`src/rtc_value_pkg.sv`:
```
// Contract
// weekday field bits 10-8, range 0..6
// hour tens bits 5-4, range 0..2
// hour ones bits 3-0, range 0..9
// weekday/hours, alarm month/day writes need unlock
// unimplemented bits always read zero
// minute tens bits 14-12, range 0..5
// minute ones bits 11-8, range 0..9
// second tens bits 6-4, bit 7 zero
// second ones bits 3-0, range 0..9
// alarm month tens bit 12, 15-13 zero
// alarm month ones bits 11-8, 0..9
// alarm day tens bits 5-4, 0..3
// alarm day ones bits 3-0, 0..9
// value fields have no reset value
package rtc_value_pkg;
	// register byte addresses on the apb word map
	localparam logic [7:0] ADDR_WEEKDAY_HOURS = 8'h00;
	localparam logic [7:0] ADDR_MINUTES_SECONDS = 8'h04;
	localparam logic [7:0] ADDR_ALARM_MONTH_DAY = 8'h08;
	localparam logic [7:0] ADDR_UNLOCK_CTRL = 8'h0c;
	// implemented-bit masks; everything else reads zero
	localparam logic [15:0] MASK_WEEKDAY_HOURS = 16'h073f;
	localparam logic [15:0] MASK_MINUTES_SECONDS = 16'h7f7f;
	localparam logic [15:0] MASK_ALARM_MONTH_DAY = 16'h1f3f;
	// unlock control bit position and reset value
	localparam int UNLOCK_BIT = 0;
	localparam logic UNLOCK_RESET = 1'b0;
endpackage

```
`src/rtc_value_field.sv`:
```
// one masked value register; fields are left unreset on purpose
module rtc_value_field #(
	parameter logic [15:0] MASK = 16'hffff
) (
	// clock
	input wire logic sys_clk,
	input wire logic clkEn,
	// write port
	input wire logic wrEn,
	input wire logic [15:0] wrData,
	// stored value, unimplemented bits forced low
	output logic [15:0] value
);
	logic [15:0] store_q; // contents undefined until first write

	// no reset: power-on contents stay unknown until software writes
	always_ff @(posedge sys_clk) begin
		if (clkEn && wrEn) begin
			store_q <= wrData & MASK;
		end
	end

	assign value = store_q & MASK;
endmodule // rtc_value_field

```
`src/rtc_time_alarm_value_regs.sv`:
```
// value registers for weekday/hours, minutes/seconds and alarm month/day
module rtc_time_alarm_value_regs (
	// clock and reset
	input wire logic sys_clk,
	input wire logic rst,
	input wire logic clkEn,
	// apb slave
	input wire logic psel,
	input wire logic penable,
	input wire logic pwrite,
	input wire logic [7:0] paddr,
	input wire logic [31:0] pwdata,
	output logic [31:0] prdata,
	output logic pready,
	output logic pslverr
);
	logic unlock_q; // clock_write_unlock
	logic [31:0] rdata_q; // registered read data
	logic access; // access phase of a transfer
	logic wrWkHr, wrMinSec, wrAlMd;
	logic [15:0] weekdayHours, minutesSeconds, alarmMonthDay;

	// decode of an address into register hit, used by the error response and the checks
	function automatic logic isMapped(input logic [7:0] a);
		return a == rtc_value_pkg::ADDR_WEEKDAY_HOURS ||
			a == rtc_value_pkg::ADDR_MINUTES_SECONDS ||
			a == rtc_value_pkg::ADDR_ALARM_MONTH_DAY ||
			a == rtc_value_pkg::ADDR_UNLOCK_CTRL;
	endfunction

	// zero wait states: every transfer completes in its first access cycle
	// a write lands on the rising edge that closes the access cycle, the same
	// edge at which the master samples pready high
	// clkEn low in that cycle drops the write: the enable freezes all state,
	// and the bus side is expected to keep the enable high while it talks
	assign access = psel && penable && clkEn;
	// no stretching is ever needed, so pready is a constant; a master that
	// waits for it still works, it simply never sees a wait state
	assign pready = 1'b1;
	// unmapped addresses answer with an error and no effect
	// kept combinational so that it stands exactly in the access cycle
	assign pslverr = psel && penable && !isMapped(paddr);

	// guarded writes: locked registers silently ignore writes
	assign wrWkHr = access && pwrite && paddr == rtc_value_pkg::ADDR_WEEKDAY_HOURS
		&& unlock_q;
	assign wrAlMd = access && pwrite && paddr == rtc_value_pkg::ADDR_ALARM_MONTH_DAY
		&& unlock_q;
	// minutes/seconds is not write-protected
	assign wrMinSec = access && pwrite && paddr == rtc_value_pkg::ADDR_MINUTES_SECONDS;

	// unlock bit: with rdata_q, the only state with a reset value
	// resetting it closed means a power-on glitch cannot open the protected
	// registers; software has to set it on purpose before a guarded write
	always_ff @(posedge sys_clk or posedge rst) begin
		if (rst) begin
			unlock_q <= rtc_value_pkg::UNLOCK_RESET;
		end else if (access && pwrite && paddr == rtc_value_pkg::ADDR_UNLOCK_CTRL) begin
			unlock_q <= pwdata[rtc_value_pkg::UNLOCK_BIT];
		end
	end

	// weekday and hour digits
	rtc_value_field #(.MASK(rtc_value_pkg::MASK_WEEKDAY_HOURS)) weekdayHoursReg (
		.sys_clk(sys_clk),
		.clkEn(clkEn),
		.wrEn(wrWkHr),
		.wrData(pwdata[15:0]),
		.value(weekdayHours)
	);

	// minute and second digits
	rtc_value_field #(.MASK(rtc_value_pkg::MASK_MINUTES_SECONDS)) minSecReg (
		.sys_clk(sys_clk),
		.clkEn(clkEn),
		.wrEn(wrMinSec),
		.wrData(pwdata[15:0]),
		.value(minutesSeconds)
	);

	// alarm month and day digits
	rtc_value_field #(.MASK(rtc_value_pkg::MASK_ALARM_MONTH_DAY)) alarmMdReg (
		.sys_clk(sys_clk),
		.clkEn(clkEn),
		.wrEn(wrAlMd),
		.wrData(pwdata[15:0]),
		.value(alarmMonthDay)
	);

	// read data registered in the setup cycle so it is valid in the access cycle
	// trade-off: a flop here keeps prdata glitch-free at the cost of needing
	// clkEn high in the setup cycle; the value then stands until the next setup
	always_ff @(posedge sys_clk or posedge rst) begin
		if (rst) begin
			rdata_q <= 32'h0000_0000;
		end else if (clkEn && psel && !penable) begin
			unique case (paddr)
				rtc_value_pkg::ADDR_WEEKDAY_HOURS: rdata_q <= {16'h0000, weekdayHours};
				rtc_value_pkg::ADDR_MINUTES_SECONDS: rdata_q <= {16'h0000, minutesSeconds};
				rtc_value_pkg::ADDR_ALARM_MONTH_DAY: rdata_q <= {16'h0000, alarmMonthDay};
				rtc_value_pkg::ADDR_UNLOCK_CTRL: rdata_q <= {31'h0000_0000, unlock_q};
				default: rdata_q <= 32'h0000_0000;
			endcase
		end
	end
	assign prdata = rdata_q;

	// checks below watch only what this block drives; all are disabled in reset
	// the zero, hold and freeze checks also sample the value fields before any write, while they are unknown

	// write to locked weekday/hours leaves contents unchanged
	AST_LOCKED_WKHR: assert property (@(posedge sys_clk) disable iff (rst)
		access && pwrite && paddr == rtc_value_pkg::ADDR_WEEKDAY_HOURS && !unlock_q
		|=> $stable(weekdayHours))
		else $error("locked weekday write took effect");

	// write to locked alarm month/day leaves contents unchanged
	AST_LOCKED_ALMD: assert property (@(posedge sys_clk) disable iff (rst)
		access && pwrite && paddr == rtc_value_pkg::ADDR_ALARM_MONTH_DAY && !unlock_q
		|=> $stable(alarmMonthDay))
		else $error("locked alarm write took effect");

	// unimplemented weekday/hours bits never show up in the stored value
	AST_WKHR_ZERO: assert property (@(posedge sys_clk) disable iff (rst)
		(weekdayHours & ~rtc_value_pkg::MASK_WEEKDAY_HOURS) == 16'h0000)
		else $error("weekday reserved bits set");

	// unimplemented minutes/seconds bits never show up in the stored value
	AST_MINUTES_SECONDS_VALUE_ZERO: assert property (@(posedge sys_clk) disable iff (rst)
		(minutesSeconds & ~rtc_value_pkg::MASK_MINUTES_SECONDS) == 16'h0000)
		else $error("minutes reserved bits set");

	// unimplemented alarm month/day bits never show up in the stored value
	AST_ALMD_ZERO: assert property (@(posedge sys_clk) disable iff (rst)
		(alarmMonthDay & ~rtc_value_pkg::MASK_ALARM_MONTH_DAY) == 16'h0000)
		else $error("alarm reserved bits set");

	// minutes/seconds takes every written digit field, unguarded
	AST_MINUTES_SECONDS_VALUE_WRITE: assert property (@(posedge sys_clk) disable iff (rst)
		access && pwrite && paddr == rtc_value_pkg::ADDR_MINUTES_SECONDS
		|=> minutesSeconds == ($past(pwdata[15:0]) & rtc_value_pkg::MASK_MINUTES_SECONDS))
		else $error("minutes write wrong");

	// unlocked weekday/hours write stores weekday and hour digits
	AST_WKHR_WRITE: assert property (@(posedge sys_clk) disable iff (rst)
		access && pwrite && paddr == rtc_value_pkg::ADDR_WEEKDAY_HOURS && unlock_q
		|=> weekdayHours == ($past(pwdata[15:0]) & rtc_value_pkg::MASK_WEEKDAY_HOURS))
		else $error("weekday write wrong");

	// unlocked alarm month/day write stores month and day digits
	AST_ALMD_WRITE: assert property (@(posedge sys_clk) disable iff (rst)
		access && pwrite && paddr == rtc_value_pkg::ADDR_ALARM_MONTH_DAY && unlock_q
		|=> alarmMonthDay == ($past(pwdata[15:0]) & rtc_value_pkg::MASK_ALARM_MONTH_DAY))
		else $error("alarm write wrong");

	// weekday/hours stays put unless an unlocked write reaches it
	AST_WKHR_HOLD: assert property (@(posedge sys_clk) disable iff (rst)
		!wrWkHr
		|=> $stable(weekdayHours))
		else $error("weekday value changed without a write");

	// minutes/seconds stays put unless a write reaches it
	AST_MINUTES_SECONDS_VALUE_HOLD: assert property (@(posedge sys_clk) disable iff (rst)
		!wrMinSec
		|=> $stable(minutesSeconds))
		else $error("minutes value changed without a write");

	// alarm month/day stays put unless an unlocked write reaches it
	AST_ALMD_HOLD: assert property (@(posedge sys_clk) disable iff (rst)
		!wrAlMd
		|=> $stable(alarmMonthDay))
		else $error("alarm value changed without a write");

	// weekday/hours read returns zero in every unimplemented position
	AST_WKHR_READ: assert property (@(posedge sys_clk) disable iff (rst)
		clkEn && psel && !penable && paddr == rtc_value_pkg::ADDR_WEEKDAY_HOURS
		|=> prdata[31:11] == 21'h000000 && prdata[7:6] == 2'h0)
		else $error("weekday reserved bits read nonzero");

	// minutes/seconds read returns zero in bit 15, bit 7 and the upper half
	AST_MINUTES_SECONDS_VALUE_READ: assert property (@(posedge sys_clk) disable iff (rst)
		clkEn && psel && !penable && paddr == rtc_value_pkg::ADDR_MINUTES_SECONDS
		|=> prdata[31:15] == 17'h00000 && prdata[7] == 1'b0)
		else $error("minutes reserved bits read nonzero");

	// alarm month/day read returns zero in every unimplemented position
	AST_ALMD_READ: assert property (@(posedge sys_clk) disable iff (rst)
		clkEn && psel && !penable && paddr == rtc_value_pkg::ADDR_ALARM_MONTH_DAY
		|=> prdata[31:13] == 19'h00000 && prdata[7:6] == 2'h0)
		else $error("alarm reserved bits read nonzero");

	// an unmapped read answers with zero data
	AST_UNMAPPED_READ: assert property (@(posedge sys_clk) disable iff (rst)
		clkEn && psel && !penable && !isMapped(paddr)
		|=> prdata == 32'h0000_0000)
		else $error("unmapped read nonzero");

	// the unlock control word shows only its one bit
	AST_UNLOCK_READ: assert property (@(posedge sys_clk) disable iff (rst)
		clkEn && psel && !penable && paddr == rtc_value_pkg::ADDR_UNLOCK_CTRL
		|=> prdata[31:1] == 31'h0000_0000)
		else $error("unlock control reads extra bits");

	// a write to the unlock control takes the written bit
	AST_UNLOCK_WRITE: assert property (@(posedge sys_clk) disable iff (rst)
		access && pwrite && paddr == rtc_value_pkg::ADDR_UNLOCK_CTRL
		|=> unlock_q == $past(pwdata[rtc_value_pkg::UNLOCK_BIT]))
		else $error("unlock write wrong");

	// read data stands from its setup cycle until the next setup cycle
	AST_RDATA_HOLD: assert property (@(posedge sys_clk) disable iff (rst)
		!(clkEn && psel && !penable)
		|=> $stable(prdata))
		else $error("read data changed outside a setup cycle");

	// clock enable low freezes the unlock bit
	AST_FREEZE_UNLOCK: assert property (@(posedge sys_clk) disable iff (rst)
		!clkEn
		|=> $stable(unlock_q))
		else $error("unlock changed while frozen");

	// clock enable low freezes the unguarded register too
	AST_FREEZE_MINUTES_SECONDS_VALUE: assert property (@(posedge sys_clk) disable iff (rst)
		!clkEn
		|=> $stable(minutesSeconds))
		else $error("minutes changed while frozen");

	// a mapped address never answers with an error
	AST_MAPPED_NO_ERR: assert property (@(posedge sys_clk) disable iff (rst)
		psel && penable && isMapped(paddr)
		|-> !pslverr)
		else $error("mapped access flagged as error");

	// main scenarios that the bench is expected to reach
	COV_UNLOCKED_WRITE: cover property (@(posedge sys_clk) wrWkHr);
	COV_LOCKED_WRITE: cover property (@(posedge sys_clk)
		access && pwrite && paddr == rtc_value_pkg::ADDR_ALARM_MONTH_DAY && !unlock_q);
	COV_MINUTES_SECONDS_VALUE_WRITE: cover property (@(posedge sys_clk) wrMinSec);
	COV_FROZEN_WRITE: cover property (@(posedge sys_clk)
		psel && penable && pwrite && !clkEn);
	COV_UNMAPPED: cover property (@(posedge sys_clk) pslverr);
endmodule // rtc_time_alarm_value_regs

```
`config.mk`:
```
export PLATFORM = sky130hd
export DESIGN_NAME = rtc_time_alarm_value_regs
export DESIGN_NICKNAME = d
export VERILOG_FILES = /design/src/rtc_value_pkg.sv /design/src/rtc_value_field.sv /design/src/rtc_time_alarm_value_regs.sv
export SDC_FILE = /design/constraint.sdc
export NUM_CORES = 1
export LEC_CHECK = 0
export ABC_AREA = 0
export BUFFER_PORTS_ARGS = -buffer_cell sky130_fd_sc_hd__buf_2
export CAP_MARGIN = 5
export CORE_UTILIZATION = 45
export DETAILED_ROUTE_END_ITERATION = 8
export PLACE_DENSITY_LB_ADDON = 0.25
export SYNTH_ARGS = -nofsm -noshare
export SYNTH_HDL_FRONTEND = slang
export SYNTH_SLANG_ARGS = --single-unit
```
`constraint.sdc`:
```
create_clock -name sys_clk -period 2.47 [get_ports sys_clk]
set_input_delay 0.1235 -clock sys_clk [delete_from_list [all_inputs] [get_ports sys_clk]]
set_output_delay 0.1235 -clock sys_clk [all_outputs]
set_load 0.03 [all_outputs]
```
# ---- Word-level counts from Yosys, hierarchy flattened
# Index checks and enable logic that the tools add are counted.
dict set report word_totals {
  ff_bits 67
  latchBits 0
  ramBits 0
  rom_bits 0
  in_bits 46
  output_inout_bits 34
  n_memories 0
}
dict set report op_classes {
  add_sub_neg 0
  n_mul 0
  div_mod_pow 0
  n_lt_le_gt_ge 0
  eq_ne 3
  shift 0
  mux 1
  bitwise 0
  n_reduce_logical 21
}
# cell count
set ops {}
lappend ops {{15-bit one-hot mux with 4 select lines} 1}
lappend ops {{8-bit by 4-bit equality test with 1-bit output, second input constant} 2}
lappend ops {{1-bit logical AND} 15}
lappend ops {{8-bit by 3-bit equality test with 1-bit output, second input constant} 1}
lappend ops {{8-bit zero test} 1}
lappend ops {{1-bit logical OR} 3}
lappend ops {{1-bit zero test} 2}

# ---- Logic depth before layout (Yosys ltp)
dict set report logic_depth {
  ltp_word 6
  mapped_depth 4
  mapped_depth_nobuf 3
}

# ---- Cells and area by module
# A second synthesis with hierarchy kept.
dict set report hier_totals {
  cells_unflattened 179
  area_unflattened_um2 2316.0
}
# mod n_inst cells_each area_per_inst_um2
set modules_own_cells {}
lappend modules_own_cells {rtc_time_alarm_value_regs 1 125 1159.9}
lappend modules_own_cells {{rtc_value_field (minSecReg)} 1 18 445.4}
lappend modules_own_cells {{rtc_value_field (alarmMdReg)} 1 18 377.9}
lappend modules_own_cells {{rtc_value_field (weekdayHoursReg)} 1 18 332.8}

# ---- Worst setup path before layout
# OpenSTA, ideal clock, no wires.
dict set report synth_timing {
  path_type {input-to-reg}
  startpoint {in paddr[7]}
  endpoint {reg alarmMdReg.store_q[0], enable pin}
  arrival_time_ns 1.782
  required_ns 2.062
  setup_slack_ns 0.280
  path_stages 3
  cell_sequence {nor4_4 > nand2_1 > nor4_1}
}
dict set report synth_between {
  elab_chain_len 4
}
# element line
set synth_rtl {}
lappend synth_rtl {{from (decl)} rtc_time_alarm_value_regs.sv:11} ;# input wire logic [7:0] paddr,
lappend synth_rtl {{8-bit by 4-bit equality test with 1-bit output} rtc_time_alarm_value_regs.sv:47} ;# assign wrAlMd = access && pwrite && paddr == rtc_value_pkg::ADDR_ALARM_MONTH_DAY
lappend synth_rtl {{1-bit logical AND} rtc_time_alarm_value_regs.sv:47}
lappend synth_rtl {{1-bit logical AND} rtc_time_alarm_value_regs.sv:48} ;# && unlock_q;
lappend synth_rtl {{1-bit logical AND} rtc_value_field.sv:18} ;# if (clkEn && wrEn) begin
lappend synth_rtl {{to (signal assigned)} rtc_value_field.sv:19} ;# store_q <= wrData & MASK;
lappend synth_rtl {{to (decl)} rtc_value_field.sv:14} ;# logic [15:0] store_q;
# No other way between the ends.
# A chain may end at the register's enable or synchronous reset.

# ---- Worst setup path after layout
dict set report layout_timing {
  startpoint {in paddr[2]}
  endpoint {reg minSecReg.store_q[10], enable pin}
}
dict set report layout_between {
  elab_chain_len 3
}
# element line
set layout_rtl {}
lappend layout_rtl {{8-bit by 3-bit equality test with 1-bit output} rtc_time_alarm_value_regs.sv:50} ;# assign wrMinSec = access && pwrite && paddr == rtc_value_pkg::ADDR_MINUTES_SECONDS;
lappend layout_rtl {{1-bit logical AND} rtc_time_alarm_value_regs.sv:50}
lappend layout_rtl {{1-bit logical AND} rtc_value_field.sv:18}
lappend layout_rtl {{to (signal assigned)} rtc_value_field.sv:19}
lappend layout_rtl {{to (decl)} rtc_value_field.sv:14}
# No other way between the ends.

==> summary.md <==
| Metric | Value |
|---|---|
| CTS Buf Count | 5 |
| Post-synth EDFFs | 34 |
| RR Startpoint | unlock_q$_DFFE_PP0P_ |
| Clk sinks | 49 |
| Vias after detailed routing | approximately 1200 |
| Vias in the first global route | 1283 |
| Routed length per instance | approximately 14 um |
| Power Dens Cells | approximately 610 nW/um^2 |
| Die area | 4850 um^2 |
| Register bit total from synthesis | slightly below 50 |
| Commonest cells post-synth | edfxtp_1, buf_4, dfrtp_1 |
| Multiplexer area fraction after synthesis | under 10% |
| Hold Crit Class | in -> reg |
| RSZ-0062 raised after global routing | false |
| Worst Tran Pin Value | 0.733 ns |
| Count of different cell masters after synthesis | 28 |
| DRC errors left | 0 |
| Post-DP HPWL | 2.55 mm |
| # H-tree levels | 2 |
| Synth Area in Compound Gates | a little under 8% |
| Worst-Skew Late Latency | just under 0.3 ns |
| Leading area contributor after synthesis | edfxtp_1 |
| Core ar. | approximately 4400 um^2 |
| Final wirelength | around 3.6 mm |
| Max Freq | approximately 0.73 GHz |
| R2r setup slk | around 1.3 ns |
| Total GRT Usage | roughly 17% |
| Syn avg cell area | about 14 um^2 |
| Max Cap Viol | 0 |
| Status | finished clean |
| DR pass1 iterations | 4 |
| CP Max Fanout | 13 |
| Final antenna-violating net count | 0 |
| Clock-pin slew on the worst setup and hold paths | about 0.080 ns |
| Synth top area cells | edfxtp_1, dfrtp_1, buf_4, mux2_2, a22oi_1 |
| Buffers on Ports | between 40 and 50 |
| Min-Delay Path Depth | 1 |
| Area added between synthesis and finish | 17.0% |
| DR WL met2 | about 1.9 mm |
| Iteration-0 DRC Markers | 50 |
| Synthesized cell area | around 2100 um^2 |
| GRT overflow | 0 |
| Max Root-Sink Buffers | 2 |
| Total Negative Setup Slacks | 0 ns |
| Post-Synth Adder-Cell Area | 0% |
| DR WL met3 | about 220 um |
| Xor and xnor area share after synthesis | 0% |
| Largest family of logic cells by synthesized area | simple AND/OR/NAND/NOR gates |
| Antenna diode count | 0 |
| Synth top area share | about 50% |
| Initial antenna violation count | 0 |
| Clock skew | 0.00319 ns |
| Setup CP Type | in -> reg |
| Top layer in use | met4 |
| Register area | around 1400 um^2 |
| Count of pins over their slew limit | 0 |
| FF-to-FF End | alarmMdReg.store_q[10]$_DFFE_PP_ |
| Synth warn | 0 |
| Fill count | 366 |
| Leakage power | around 0.001 uW |
| Final Setup Violations | 0 |
| Final Cycle Share | 55.5% |
| Final hold violation count | 0 |
| Hold Path Origin | pwdata[1] |
| Met1 wire length | ~1.4 mm |
| Data required time at the worst endpoint | ~2.5 ns |
| # resized after CTS | 0 |
| Worst VDD drop | around 0.00038 V |
| CTS root buf | clkbuf_8 |
| Ys flop type | edfxtp_1 |
| Hold_buf cts | 4 |
| Synth Instances | 142 |
| Global-route wire length before repair | just under 6 mm |
| Largest net degree at the start of global routing | 17 |
| Post-CTS setup buffers | 0 |
| Most instantiated library cell after synthesis | edfxtp_1 |
| Slew headroom | approximately 51% |
| CTS tree | yes |
| Placer Congestion | roughly 0.8 |
| Cell count of the worst reg-to-reg path | 3 |
| WHS Endpoint | minSecReg.store_q[1]$_DFFE_PP_ |
| Row count | 24 |
| Synth Area in Simple Gates | 9.25% |
| CP endpoint kind | flip-flop |
| Multi-input logic area | between 500 and 600 um^2 |
| Share of layout cells above drive strength 1 | 35.4% |
| Seq/Total Area, Yosys | approximately two thirds |
| Crit path arrival time | ~1.4 ns |
| Fraction of registers with async set/reset | a little under a third |
| Via density | ~5.1 |
| Overall power consumption | around 1500 uW |
| Chip width | a little under 70 um |
| Die height | a little under 70 um |
| Fin crit period | between 1 and 1.5 ns |
| Nets | 240 |
| IO Pins | 80 |
| Initial Utilization | roughly 47% |
| Startpoint types | input port |
-- state kept, by name, indices dropped and copies added (netlist names) --
signal                   cells
minSecReg.store_q           14
prdata                      14
alarmMdReg.store_q          11
weekdayHoursReg.store_q      9
unlock_q                     1
-- area by class of cell --
cell class / instances / share of cell area [%]
clock buffer: 8 / 3.74
inverter: 3 / 0.468
sequential: 49 / 58.0
tap: 52 / 2.70
timing repair buffer: 50 / 11.6
multi-input combinational: 85 / 23.4
-- worst max-delay path: stages --
cell and delay, ns:
buf_2 0.27, nor2b_1 0.24, and3_2 0.25, and2_1 0.22, buf_4 0.25
-- how the worst max path moves through the flow --
stage	start	endpoint	slack [ns]
final	paddr[2]	minSecReg.store_q[10]$_DFFE_PP_	1.10
after global routing	paddr[2]	minSecReg.store_q[10]$_DFFE_PP_	1.03
after CTS	paddr[2]	minSecReg.store_q[10]$_DFFE_PP_	1.09
after detailed placement	paddr[2]	minSecReg.store_q[8]$_DFFE_PP_	0.79
after global placement	paddr[7]	weekdayHoursReg.store_q[8]$_DFFE_PP_	0.78
after floorplan	paddr[7]	alarmMdReg.store_q[0]$_DFFE_PP_	0.28
-- power by group --
| part | leakage [uW] | switching (uW) | internal [uW] |
|---|---|---|---|
| Combinational | 0.000454 | 83.8 | 35.8 |
| Sequential | 0.000515 | 0.815 | 880 |
| Clock | 0.0000455 | 229 | 228 |
-- cells in the final DEF (no fill, tap or decap), types with 2 or more instances in the layout --
master,Yosys,final
buf_2,1,42
and3_2,2,2
a31o_2,3,3
conb_1,2,19
clkbuf_1,1,2
dfrtp_1,15,15
buf_4,19,4
nor4_2,0,2
nor2b_1,2,2
nand4_1,2,2
o31ai_1,2,2
mux2_2,9,9
and2_1,5,5
dlygate4sd3_1,0,4
a22oi_1,10,10
clkbuf_8,0,6
inv_1,2,2
edfxtp_1,34,34
o21ai_0,9,9
nand2_1,12,12
-- layer usage --
layer | global-route usage [%] | vias up
li1 | - | 591
met1 | 18.1 | 600
met3 | 6.40 | 4
met4 | 8.22 | 0
met5 | 0 | -
met2 | 27.9 | 54
-- cells by family (layout without fill, tap and decap cells) --
| group | count (synthesis) | count (layout) |
|---|---|---|
| AOI/OAI and AO/OA | 24 | 24 |
| and+or+nand+nor | 32 | 32 |
| muxes | 10 | 10 |
| DFF | 49 | 49 |
| other | 2 | 19 |
| buffers and inverters | 25 | 61 |
-- stage by stage --
| step | std cells | utilization [%] | setup slack (ns) | hold slack, ns | cell area (um^2) |
|---|---|---|---|---|---|
| after global routing | 247 | 54.9 | 1.03 | 0.00601 | 2410 |
| after CTS | 247 | 54.9 | 1.09 | 0.0175 | 2410 |
| final | 247 | 54.9 | 1.10 | 0.0290 | 2410 |
| after floorplan | 159 | - | 0.280 | 0.0250 | 2120 |
| after detailed placement | 235 | 51.9 | 0.788 | 0.214 | 2280 |
| after global placement | 235 | 51.9 | 0.778 | 0.200 | 2280 |
(Power assumes the default switching activity.)
